File: config.mk
export PLATFORM = sky130hd
export DESIGN_NAME = psd_ctrl
export DESIGN_NICKNAME = d
export VERILOG_FILES = /design/src/rtl/psd_ctrl.v
export VERILOG_INCLUDE_DIRS = /design/src /design/src/rtl
export SDC_FILE = /design/constraint.sdc
export NUM_CORES = 1
export LEC_CHECK = 0
export BUFFER_PORTS_ARGS = -buffer_cell sky130_fd_sc_hd__buf_2
export CORE_ASPECT_RATIO = 1.2
export CORE_MARGIN = 3
export CORE_UTILIZATION = 39
export CTS_CLUSTER_DIAMETER = 50
export DETAILED_ROUTE_END_ITERATION = 10
export PLACE_DENSITY_LB_ADDON = 0.08
export SLEW_MARGIN = 20
export SYNTH_ARGS = -nofsm -noshare
export SYNTH_HDL_FRONTEND = slang
export SYNTH_SLANG_ARGS = --single-unit
File: constraint.sdc
create_clock -name clk_i -period 3.2 [get_ports clk_i]
set_clock_uncertainty 0.05 [all_clocks]
set_input_delay 0.64 -clock clk_i [delete_from_list [all_inputs] [get_ports clk_i]]
set_output_delay 0.64 -clock clk_i [all_outputs]
set_load 0.01 [all_outputs]
File: src/rtl/psd_consts.vh
// Constants for the PWM shutdown and dead-band controller: register offsets,
// field positions, reset values and timing counts.
// Assumes a 32-bit classic Wishbone slave with byte addresses and 8-bit registers.
`ifndef PSD_CONSTS_VH
`define PSD_CONSTS_VH

// Register byte offsets
`define PSD_ADR_DEADBAND_RESTART 8'h00
`define PSD_ADR_AUTO_SHUTDOWN 8'h04
`define PSD_ADR_MODE_CONTROL 8'h08
`define PSD_ADR_DUTY_HIGH 8'h0c
`define PSD_ADR_PERIOD 8'h10
`define PSD_ADR_TIMER_CTRL 8'h14
`define PSD_ADR_PIN_DIR 8'h18
`define PSD_ADR_TIMER_COUNT 8'h1c

// Reset values
`define PSD_RST_ZERO 8'h00
`define PSD_RST_PERIOD 8'hff
`define PSD_RST_PIN_DIR 4'hf

// Field positions
`define PSD_BIT_RESTART 7
`define PSD_BIT_STATUS 7
`define PSD_BIT_TIMER_ON 0
`define PSD_BIT_TIMER_FLAG 7
`define PSD_BIT_POL_AC 1
`define PSD_BIT_POL_BD 0
`define PSD_PWM_MODE 2'h3

// Core clocks per instruction cycle, and the last value of the 2-bit phase counter
`define PSD_TCY_CLKS 4
`define PSD_PHASE_LAST 2'h3

// Read value for an unmapped address
`define PSD_UNMAPPED 32'h00000000

`endif

File: src/rtl/psd_ctrl.v
// PWM output stage control: dead-band insertion, auto-shutdown with safe pin
// states, polarity, 10-bit duty against an internal period timer, sleep freeze.
// Assumes clk_i is the oscillator clock; inputs arrive synchronous to it except
// the shutdown sources, which are resynchronised here.
`timescale 1ns/100ps
`default_nettype none
`include "psd_consts.vh"

module psd_ctrl #(
  parameter HAS_BRIDGE = 1
) (
  input wire clk_i,
  input wire rst_i,
  input wire wb_cyc_i,
  input wire wb_stb_i,
  input wire wb_we_i,
  input wire [7:0] wb_adr_i,
  input wire [3:0] wb_sel_i,
  input wire [31:0] wb_dat_i,
  output wire [31:0] wb_dat_o,
  output wire wb_ack_o,
  input wire fault_input_n_i,
  input wire cmp1_i,
  input wire cmp2_i,
  input wire sleep_i,
  input wire pm_mode_i,
  input wire pm_tick_i,
  output wire out_a_o,
  output wire out_a_oe_n_o,
  output wire out_b_o,
  output wire out_b_oe_n_o,
  output wire out_c_o,
  output wire out_c_oe_n_o,
  output wire out_d_o,
  output wire out_d_oe_n_o
);

  ////////////////////////////////////////////////////////////////////////////
  // Registers and state
  reg restart_enable_q;
  reg [6:0] deadband_count_q;
  reg shutdown_status_q;
  reg [2:0] shutdown_source_select_q;
  reg [1:0] pair_ac_shutdown_state_q;
  reg [1:0] pair_bd_shutdown_state_q;
  reg [7:0] pwm_mode_control_q;
  reg [7:0] duty_high_byte_q;
  reg [7:0] period_register_q;
  reg timer_on_q;
  reg period_timer_flag_q;
  reg [3:0] pin_direction_q;
  reg [7:0] period_timer_q;
  reg [1:0] phase_q;
  reg [9:0] duty_latched_q;
  reg sd_hold_q;
  reg hw_caused_q;
  reg pwm_q;
  reg pwm_prev_q;
  reg [6:0] db_a_q;
  reg [6:0] db_b_q;
  reg ack_q;
  reg [31:0] rdata_q;
  reg cmp1_s1_q;
  reg cmp1_s2_q;
  reg cmp2_s1_q;
  reg cmp2_s2_q;
  reg flt_s1_q;
  reg flt_s2_q;

  ////////////////////////////////////////////////////////////////////////////
  // Helper functions

  // Source select decode; bit0 comparator 1, bit1 comparator 2, bit2 fault
  function cause_of;
    input [2:0] sel;
    input c1;
    input c2;
    input flt;
    begin
      cause_of = (sel[0] & c1) | (sel[1] & c2) | (sel[2] & flt);
    end
  endfunction

  // Dead-band counter step: reload on a rise, count down per instruction cycle
  function [6:0] db_next;
    input [6:0] cnt;
    input [6:0] load_val;
    input rise;
    input tcy;
    begin
      if (rise)
        db_next = load_val;
      else if (tcy && cnt != 7'h00)
        db_next = cnt - 7'h01;
      else
        db_next = cnt;
    end
  endfunction

  ////////////////////////////////////////////////////////////////////////////
  // Combinational terms
  wire run_w = ~sleep_i; // Sleep freezes the divider, timer, status and PWM state below; bus registers and synchronisers still run
  wire tcy_en = run_w && (phase_q == `PSD_PHASE_LAST);
  wire timer_tick = run_w && timer_on_q && (pm_mode_i ? pm_tick_i : tcy_en);
  wire period_end = timer_tick && (period_timer_q == period_register_q);
  wire pwm_enabled = (pwm_mode_control_q[3:2] == `PSD_PWM_MODE);
  wire [6:0] db_eff = (HAS_BRIDGE != 0) ? deadband_count_q : 7'h00;
  // Raw cause drives the pins at once; synced cause drives the status bit
  wire cause_raw = cause_of(shutdown_source_select_q, cmp1_i, cmp2_i, ~fault_input_n_i);
  wire cause_sync = cause_of(shutdown_source_select_q, cmp1_s2_q, cmp2_s2_q, flt_s2_q);
  wire bus_req = wb_cyc_i && wb_stb_i && !ack_q;
  wire bus_wr = bus_req && wb_we_i && wb_sel_i[0];
  wire [7:0] wbyte = wb_dat_i[7:0];

  ////////////////////////////////////////////////////////////////////////////
  // Source synchronisers; first stages feed only the second stages
  always @(posedge clk_i)
  begin
    if (rst_i)
    begin
      cmp1_s1_q <= 1'b0;
      cmp1_s2_q <= 1'b0;
      cmp2_s1_q <= 1'b0;
      cmp2_s2_q <= 1'b0;
      flt_s1_q <= 1'b0;
      flt_s2_q <= 1'b0;
    end
    else
    begin
      cmp1_s1_q <= cmp1_i;
      cmp1_s2_q <= cmp1_s1_q;
      cmp2_s1_q <= cmp2_i;
      cmp2_s2_q <= cmp2_s1_q;
      flt_s1_q <= ~fault_input_n_i;
      flt_s2_q <= flt_s1_q;
    end
  end

  ////////////////////////////////////////////////////////////////////////////
  // Software registers other than the status bit and timer flag
  always @(posedge clk_i)
  begin
    if (rst_i)
    begin
      restart_enable_q <= 1'b0;
      deadband_count_q <= 7'h00;
      shutdown_source_select_q <= 3'h0;
      pair_ac_shutdown_state_q <= 2'h0;
      pair_bd_shutdown_state_q <= 2'h0;
      pwm_mode_control_q <= `PSD_RST_ZERO;
      duty_high_byte_q <= `PSD_RST_ZERO;
      period_register_q <= `PSD_RST_PERIOD;
      timer_on_q <= 1'b0;
      pin_direction_q <= `PSD_RST_PIN_DIR;
    end
    else if (bus_wr)
    begin
      case (wb_adr_i)
        `PSD_ADR_DEADBAND_RESTART:
        begin
          restart_enable_q <= wbyte[`PSD_BIT_RESTART];
          deadband_count_q <= (HAS_BRIDGE != 0) ? wbyte[6:0] : 7'h00;
        end
        `PSD_ADR_AUTO_SHUTDOWN:
        begin
          shutdown_source_select_q <= wbyte[6:4];
          pair_ac_shutdown_state_q <= wbyte[3:2];
          pair_bd_shutdown_state_q <= (HAS_BRIDGE != 0) ? wbyte[1:0] : 2'h0;
        end
        `PSD_ADR_MODE_CONTROL: pwm_mode_control_q <= wbyte;
        `PSD_ADR_DUTY_HIGH: duty_high_byte_q <= wbyte;
        `PSD_ADR_PERIOD: period_register_q <= wbyte;
        `PSD_ADR_TIMER_CTRL: timer_on_q <= wbyte[`PSD_BIT_TIMER_ON];
        `PSD_ADR_PIN_DIR: pin_direction_q <= wbyte[3:0];
        default: ;
      endcase
    end
  end

  ////////////////////////////////////////////////////////////////////////////
  // Shutdown status: hardware set wins over any software clear
  always @(posedge clk_i)
  begin
    if (rst_i)
    begin
      shutdown_status_q <= 1'b0;
      hw_caused_q <= 1'b0;
    end
    else if (run_w)
    begin
      if (cause_sync)
      begin
        shutdown_status_q <= 1'b1;
        hw_caused_q <= 1'b1;
      end
      else if (bus_wr && wb_adr_i == `PSD_ADR_AUTO_SHUTDOWN)
      begin
        // Write only reaches here with no cause active
        shutdown_status_q <= wbyte[`PSD_BIT_STATUS];
        hw_caused_q <= 1'b0;
      end
      else if (restart_enable_q && hw_caused_q)
      begin
        // A forced shutdown is not auto-cleared, or forcing would be useless
        shutdown_status_q <= 1'b0;
        hw_caused_q <= 1'b0;
      end
    end
  end

  ////////////////////////////////////////////////////////////////////////////
  // Instruction-cycle divider, period timer and period flag
  always @(posedge clk_i)
  begin
    if (rst_i)
    begin
      phase_q <= 2'h0;
      period_timer_q <= 8'h00;
      duty_latched_q <= 10'h000;
      period_timer_flag_q <= 1'b0;
      sd_hold_q <= 1'b0;
    end
    else
    begin
      if (run_w)
        phase_q <= phase_q + 2'h1;
      if (period_end)
      begin
        period_timer_q <= 8'h00;
        duty_latched_q <= {duty_high_byte_q, pwm_mode_control_q[5:4]};
        // Safe state is released only here, never mid-period
        sd_hold_q <= shutdown_status_q | cause_sync;
      end
      else
      begin
        if (timer_tick)
          period_timer_q <= period_timer_q + 8'h01;
        if (run_w && (shutdown_status_q | cause_sync))
          sd_hold_q <= 1'b1;
      end
      // First rollover marks the start of the second period
      if (period_end)
        period_timer_flag_q <= 1'b1;
      else if (bus_wr && wb_adr_i == `PSD_ADR_TIMER_CTRL && wbyte[`PSD_BIT_TIMER_FLAG])
        period_timer_flag_q <= 1'b0;
    end
  end

  ////////////////////////////////////////////////////////////////////////////
  // PWM compare and dead-band counters
  always @(posedge clk_i)
  begin
    if (rst_i)
    begin
      pwm_q <= 1'b0;
      pwm_prev_q <= 1'b0;
      db_a_q <= 7'h00;
      db_b_q <= 7'h00;
    end
    else if (run_w)
    begin
      // Compare at oscillator resolution: timer plus divider phase
      pwm_q <= pwm_enabled && timer_on_q && ({period_timer_q, phase_q} < duty_latched_q);
      pwm_prev_q <= pwm_q;
      db_a_q <= db_next(db_a_q, db_eff, pwm_q & ~pwm_prev_q, tcy_en);
      db_b_q <= db_next(db_b_q, db_eff, ~pwm_q & pwm_prev_q, tcy_en);
    end
  end

  ////////////////////////////////////////////////////////////////////////////
  // Pin drive: half-bridge pair, polarity, then asynchronous safe override
  wire act_a = pwm_q && (db_a_q == 7'h00) && !(pwm_q & ~pwm_prev_q && db_eff != 7'h00);
  wire act_b = pwm_enabled && !pwm_q && (db_b_q == 7'h00) && !(~pwm_q & pwm_prev_q && db_eff != 7'h00);
  wire lvl_ac = act_a ^ pwm_mode_control_q[`PSD_BIT_POL_AC];
  wire lvl_bd = act_b ^ pwm_mode_control_q[`PSD_BIT_POL_BD];
  wire shut = shutdown_status_q | sd_hold_q | cause_raw;
  wire sd_ac = pair_ac_shutdown_state_q[0];
  wire sd_bd = pair_bd_shutdown_state_q[0];
  wire sd_ac_z = shut && pair_ac_shutdown_state_q[1];
  wire sd_bd_z = shut && pair_bd_shutdown_state_q[1];

  // Pins hold their value through sleep while the raw cause and the bus stay quiet; the other sources are frozen
  assign out_a_o = shut ? sd_ac : lvl_ac;
  assign out_c_o = shut ? sd_ac : lvl_ac;
  assign out_b_o = shut ? sd_bd : lvl_bd;
  assign out_d_o = shut ? sd_bd : lvl_bd;
  assign out_a_oe_n_o = pin_direction_q[0] | sd_ac_z;
  assign out_b_oe_n_o = pin_direction_q[1] | sd_bd_z;
  assign out_c_oe_n_o = pin_direction_q[2] | sd_ac_z;
  assign out_d_oe_n_o = pin_direction_q[3] | sd_bd_z;

  ////////////////////////////////////////////////////////////////////////////
  // Wishbone answer: one wait state, ack for one cycle, data registered
  always @(posedge clk_i)
  begin
    if (rst_i)
    begin
      ack_q <= 1'b0;
      rdata_q <= 32'h00000000;
    end
    else
    begin
      ack_q <= bus_req;
      if (bus_req)
      begin
        case (wb_adr_i)
          `PSD_ADR_DEADBAND_RESTART: rdata_q <= {24'h000000, restart_enable_q, db_eff};
          `PSD_ADR_AUTO_SHUTDOWN:
            rdata_q <= {24'h000000, shutdown_status_q, shutdown_source_select_q,
                        pair_ac_shutdown_state_q, pair_bd_shutdown_state_q};
          `PSD_ADR_MODE_CONTROL: rdata_q <= {24'h000000, pwm_mode_control_q};
          `PSD_ADR_DUTY_HIGH: rdata_q <= {24'h000000, duty_high_byte_q};
          `PSD_ADR_PERIOD: rdata_q <= {24'h000000, period_register_q};
          `PSD_ADR_TIMER_CTRL: rdata_q <= {24'h000000, period_timer_flag_q, 6'h00, timer_on_q};
          `PSD_ADR_PIN_DIR: rdata_q <= {28'h0000000, pin_direction_q};
          `PSD_ADR_TIMER_COUNT: rdata_q <= {24'h000000, period_timer_q};
          default: rdata_q <= `PSD_UNMAPPED;
        endcase
      end
    end
  end

  assign wb_ack_o = ack_q;
  assign wb_dat_o = rdata_q;

endmodule // psd_ctrl

`default_nettype wire

==> flow_summary.toml, run 1 <==
[grt]
grt_first_pass_wirelength_mm = 23.45
grt_usage_pct = 20.43
grt_pass1_vias = 4097
grt_max_degree = 54
grt-ovfl-total = 0
antenna_found_initial = 0

[status]
status = "finished, final reports clean"

[sta]
slew_violations = 0
post-route-period-util_pct = 92.16
hold_viol = 0
layout_setup_ws_ns = 0.2510
holdWs_ns = 0.3868
rsz0062_at_grt = "false"
max_freq_mhz = 339.1
setup-violations-final = 0
slew_headroom_pct = 42.54
fin_crit_ns = 2.949
fin_setup_tns_ns = 0
worst_pin_slew_ns = 0.8602

[worst_setup_path]
cp_max_fo = 5
required_ns = 2.51
crit_type = "flop to primary output"
cpPeakStageDelay_ns = 0.41
critPathLaunchType = "flop"
cp_slowest_cell = "dfxtp_1"
crit_chain = "nor4_2, nand2_1, a2111oi_2, buf_4, xnor2_1, o21ai_0, buf_2"
end_kind = "primary output"
arrival_ns = 2.26
r2r_cells = 7

[clock_network]
cts_buffers = 9
clock-root-buffer = "clkbuf_16"
cts_resized = 0
clock_sink_count = 99
htree_levels = 3
clock_latency_ns = 0.35
post_cts_buffers = 0
clkTransAtPathRegs_ns = 0.07
ctsLongestPathBuffers = 2
hold_buffers = 0
cts_tree = "done"

[layout]
drive_gt1_share_pct = 14.42
n_antenna_cell = 0
syn_to_final_growth_pct = 12.62
fill_cells = 1270
layout.nets = 719
final_core_util_pct = 45.35

[job]
drv_cap = 0

[die]
std_cell_rows = 45
core_um2 = 12780
die_y_um = 131.9
initial_utilization_pct = 40.27
die_width_um = 110.9
boundaryPins = 96
die_area_um2 = 14620

[worst_hold_path]
hold_class = "flop to flop"
whs_path_depth = 1

[drt]
vias_per_cell = 5.420
drcViolationCount = 0
drt_first_pass_iters = 5
drtAntennaViolNets = 0
postRouteWirelength_mm = 15.15
drtIter0Drc = 307
wire_per_inst_um = 18.56
via_count = 4423

[logic_synthesis]
syn_inst = 610
yosysSeqAreaShare_pct = 38.50
async_reset_ff_share_pct = 0
ys_ff_latch = 99
synth_ff_type = "dfxtp_1"
yosys.cell_types.count = 60
synth_edf_count = 0
yosys_warnings = 0
avgSynthCellArea_um2 = 8.438
synth_area_um2 = 5147

[power_and_ir_drop]
vdd_drop_max_v = 0.0002488
powerDensity_nw_per_um2 = 444.9
p_total_uw = 2579
leakage_uw = 0.002437

[placement]
pre_cts_ws_ns = 0.4741
dp_hpwl_mm = 11.13
gp_congestion = 0.8520
port_buffers = 44
stage by stage:
stage	instances	cell area (um2)
floorplan	633	5234
global placement	802	5468
detailed placement	802	5468
CTS	816	5784
global route	816	5797
finish	816	5797
Yosys cell counts (8+ instances only):
cell type,n,area (um2)
nand4_1,8,50.05
o21ai_0,20,100.1
buf_4,26,195.2
nor2b_1,8,50.05
dfxtp_1,99,1982
clkbuf_1,17,63.81
ha_1,15,187.7
nand2_1,74,277.8
xor2_1,13,113.9
a21oi_1,48,240.2
mux2i_1,40,400.4
inv_1,18,67.56
nor3_1,20,100.1
nor2_1,70,262.8
nand3_1,18,90.09
cell usage in the layout, fill, tap and decap left out, drive strengths merged, types with 8 or more instances in the layout:
cell | Yosys | routed
a21oi | 48 | 48
conb | 1 | 24
nand2 | 74 | 74
nor2b | 8 | 8
buf | 40 | 62
mux2i | 40 | 40
nand4 | 9 | 9
ha | 15 | 15
inv | 18 | 18
nand3 | 18 | 18
dfxtp | 99 | 99
clkbuf | 17 | 12
nor2 | 70 | 70
nor3 | 21 | 21
xor2 | 13 | 13
o21ai | 20 | 20
power by group:
group | switching [uW] | internal (uW)
logic | 108 | 45.0
registers | 3.51 | 1240
clock network | 464 | 720
final timing paths:
| path | from | end | slack [ns] |
|---|---|---|---|
| worst min register to register | flt_s1_q | flt_s2_q | 0.39 |
| worst max register to register | phase_q[0] | duty_latched_q[8] | 1.02 |
| worst min-delay path | flt_s1_q | flt_s2_q | 0.39 |
| worst max-delay path | db_eff[2] | out_b_o | 0.25 |
critical path, delay by kind of cell, from the launching register on:
kind | cells | cell delay, ns
buffers and inverters | 2 | 0.36
AOI/OAI and AO/OA | 2 | 0.61
xor gates and xnor gates | 1 | 0.08
and+or+nand+nor | 2 | 0.45
DFF | 1 | 0.41
sequential cells by signal (all words and copies together), names as in the netlist, 2 cells and up:
signal,cells
shutdown_source_select_q,3
pin_direction_q,4
db_a_q,7
period_register_q,8
phase_q,2
db_eff,7
db_b_q,7
duty_high_byte_q,8
pwm_mode_control_q,8
period_timer_q,8
wb_dat_o,8
pair_ac_shutdown_state_q,2
duty_latched_q,10
pair_bd_shutdown_state_q,2
kinds of logic (layout without fill, tap and decap cells):
kind of cell / count (synthesis) / count (layout) / share of synthesized area, %
AND/OR/NAND/NOR: 236 / 236 / 22.14
AO/OA/AOI/OAI: 118 / 118 / 14.51
flip-flops: 99 / 99 / 38.50
buffers and inverters: 75 / 94 / 7.657
multiplexers: 48 / 48 / 10.40
XOR/XNOR: 18 / 18 / 3.063
adder cells (fa/ha/maj): 15 / 15 / 3.646
other: 1 / 24 / 0.07285
area by class of cell:
type                            instances  area (um2)  area share [%]
Clock buffer                           12       256.5           4.425
Clock inverter                          2       60.06           1.036
Inverter                               18       67.56           1.166
Multi-Input combinational cell        459        2870           49.51
Sequential cell                        99        1982           34.19
Tap cell                              164       205.2           3.540
Timing Repair Buffer                   62       355.3           6.130
per-layer routing:
| metal | vias up | track usage (%) | routed length, um |
|---|---|---|---|
| met5 | - | 0 | 0 |
| met2 | 126 | 33.13 | 7208 |
| met3 | 20 | 3.352 | 734 |
| li1 | 2179 | - | - |
| met4 | 0 | 8.282 | 305 |
| met1 | 2098 | 27.10 | 6899 |
Power figures use the tool's default switching activity.
==> inputs of run 2 (changes only) <==
--- a/config.mk
+++ b/config.mk
@@ -7,7 +7,6 @@
 export NUM_CORES = 1
 export LEC_CHECK = 0
 export BUFFER_PORTS_ARGS = -buffer_cell sky130_fd_sc_hd__buf_2
-export CORE_ASPECT_RATIO = 1.2
 export CORE_MARGIN = 3
 export CORE_UTILIZATION = 39
 export CTS_CLUSTER_DIAMETER = 50
==> run 2 against run 1 <==
Effect of this change: combinational power about the same; non-clock buffer count decreased by 5; cell count increased by 0.61%; sequential share of layout area increased by 0.33 points; register-to-register slack got worse by 0.03 ns; routed wire length decreased by 2.4%; global-route usage decreased by 0.19 points; largest cell class unchanged; largest power group unchanged.
==> flow_summary.toml, run 2 (synthesis results as in run 1) <==
[grt]
antenna_found_initial = 0
grt_pass1_vias = 4064
grt_first_pass_wirelength_mm = 22.46
grt_max_degree = 59
grt_usage_pct = 20.24
grt-ovfl-total = 0

[clock_network]
ctsLongestPathBuffers = 2
cts_resized = 0
cts_tree = "done"
clock-root-buffer = "clkbuf_16"
clock_sink_count = 99
clock_latency_ns = 0.36
post_cts_buffers = 0
hold_buffers = 0
cts_buffers = 9
htree_levels = 3
clkTransAtPathRegs_ns = 0.07

[placement]
placed_cells = 805
dp_hpwl_mm = 10.90
port_buffers = 44
place_area_um2 = 5440
gp_congestion = 0.8765

[sta]
fin_crit_ns = 3.005
fin_setup_tns_ns = 0
post-route-period-util_pct = 93.90
max_freq_mhz = 332.8
slew_headroom_pct = 53.72
setup-violations-final = 0
holdWs_ns = 0.3910
slew_violations = 0
worst_pin_slew_ns = 0.6917
hold_viol = 0

[die]
std_cell_rows = 41
core_um2 = 12770
die_width_um = 120.9
boundaryPins = 96
die_area_um2 = 14610
initial_utilization_pct = 40.30
die_y_um = 120.9

[drt]
wire_per_inst_um = 18.00
drcViolationCount = 0
postRouteWirelength_mm = 14.78
vias_per_cell = 5.465
via_count = 4487
drt_first_pass_iters = 5
drtIter0Drc = 344
drtAntennaViolNets = 0

[status]
status = "finished, final reports clean"

[job]
drv_cap = 0

[worst_hold_path]
hold_class = "flop to flop"

[worst_setup_path]
end_kind = "primary output"
cp_max_fo = 5
arrival_ns = 2.31
required_ns = 2.51
crit_type = "flop to primary output"
critPathLaunchType = "flop"

[layout]
drive_gt1_share_pct = 13.87
stdcell_count = 821
final_cell_mix = "99 x dfxtp_1, 74 x nand2_1, 70 x nor2_1"
layout.nets = 714
n_antenna_cell = 0
top_register = "duty_latched_q"
final_common_cell = "dfxtp_1"
design_area_um2 = 5742
largest_reg_flops = 10
syn_to_final_growth_pct = 11.55

[power_and_ir_drop]
vdd_drop_max_v = 0.0002136
leakage_uw = 0.002401
powerDensity_nw_per_um2 = 435.1
==> run 2: cell count changes in the layout (fill, tap and decap cells not counted) <==
cell,before,now
buf_4,18,13
clkinv_4,0,3
clkbuf_8,2,0
clkinv_2,0,2
bufinv_16,2,1
nor4_1,3,4
nor4_2,1,0
==> run 2: path summary, 6_finish.rpt <==
kind,cells past startpoint,start,slack [ns],to
setup reg to reg,7,phase_q[0],0.99,duty_latched_q[9]
setup / recovery,6,db_eff[2],0.20,out_d_o
hold / removal,1,flt_s1_q,0.39,flt_s2_q
hold reg to reg,1,flt_s1_q,0.39,flt_s2_q
==> run 2: per-stage QoR <==
step | utilization [%] | total power, uW | setup WS, ns
3_5_place_dp | 42.59 | 1423 | 0.4975
3_3_place_gp | 42.59 | 1421 | 0.4742
2_1_floorplan | - | 1380 | 0.6874
6_report | 44.95 | 2498 | 0.1953
4_1_cts | 44.90 | 2518 | 0.09166
5_1_grt | 44.95 | 2566 | -0.04259
==> run 2: area by class of cell <==
type	instances	area (um2)
tap	172	215.2
clock inverter	6	66.31
timing repair buffer	57	317.8
fill	1281	7032
multi-input combinational	459	2864
sequential	99	1982
inverter	18	67.56
clock buffer	10	229.0
==> run 2: worst max-delay path: stages, from the launching register on <==
cell and delay, ns:
dfxtp_1 0.40, nor4_1 0.40, nand2_1 0.12, a2111oi_2 0.42
xnor2_1 0.17, o21ai_0 0.26, buf_2 0.19
==> run 2: metal layers <==
layer / routed length (um) / share of wire, % / GRT usage, % / vias up
met1: 7170 / 49 / 29.43 / 2140
li1: - / - / - / 2170
met2: 6360 / 43 / 30.01 / 162
met4: 260 / 1.8 / 7.224 / 0
met3: 988 / 6.7 / 3.543 / 15
met5: 0 / 0 / 0 / -
==> run 2: power breakdown <==
part           total [uW]  switching (uW)  leakage [uW]  internal, uW
logic                 155             111       0.00145          44.4
registers            1240            3.37      0.000799          1240
clock network        1100             494      0.000146           608
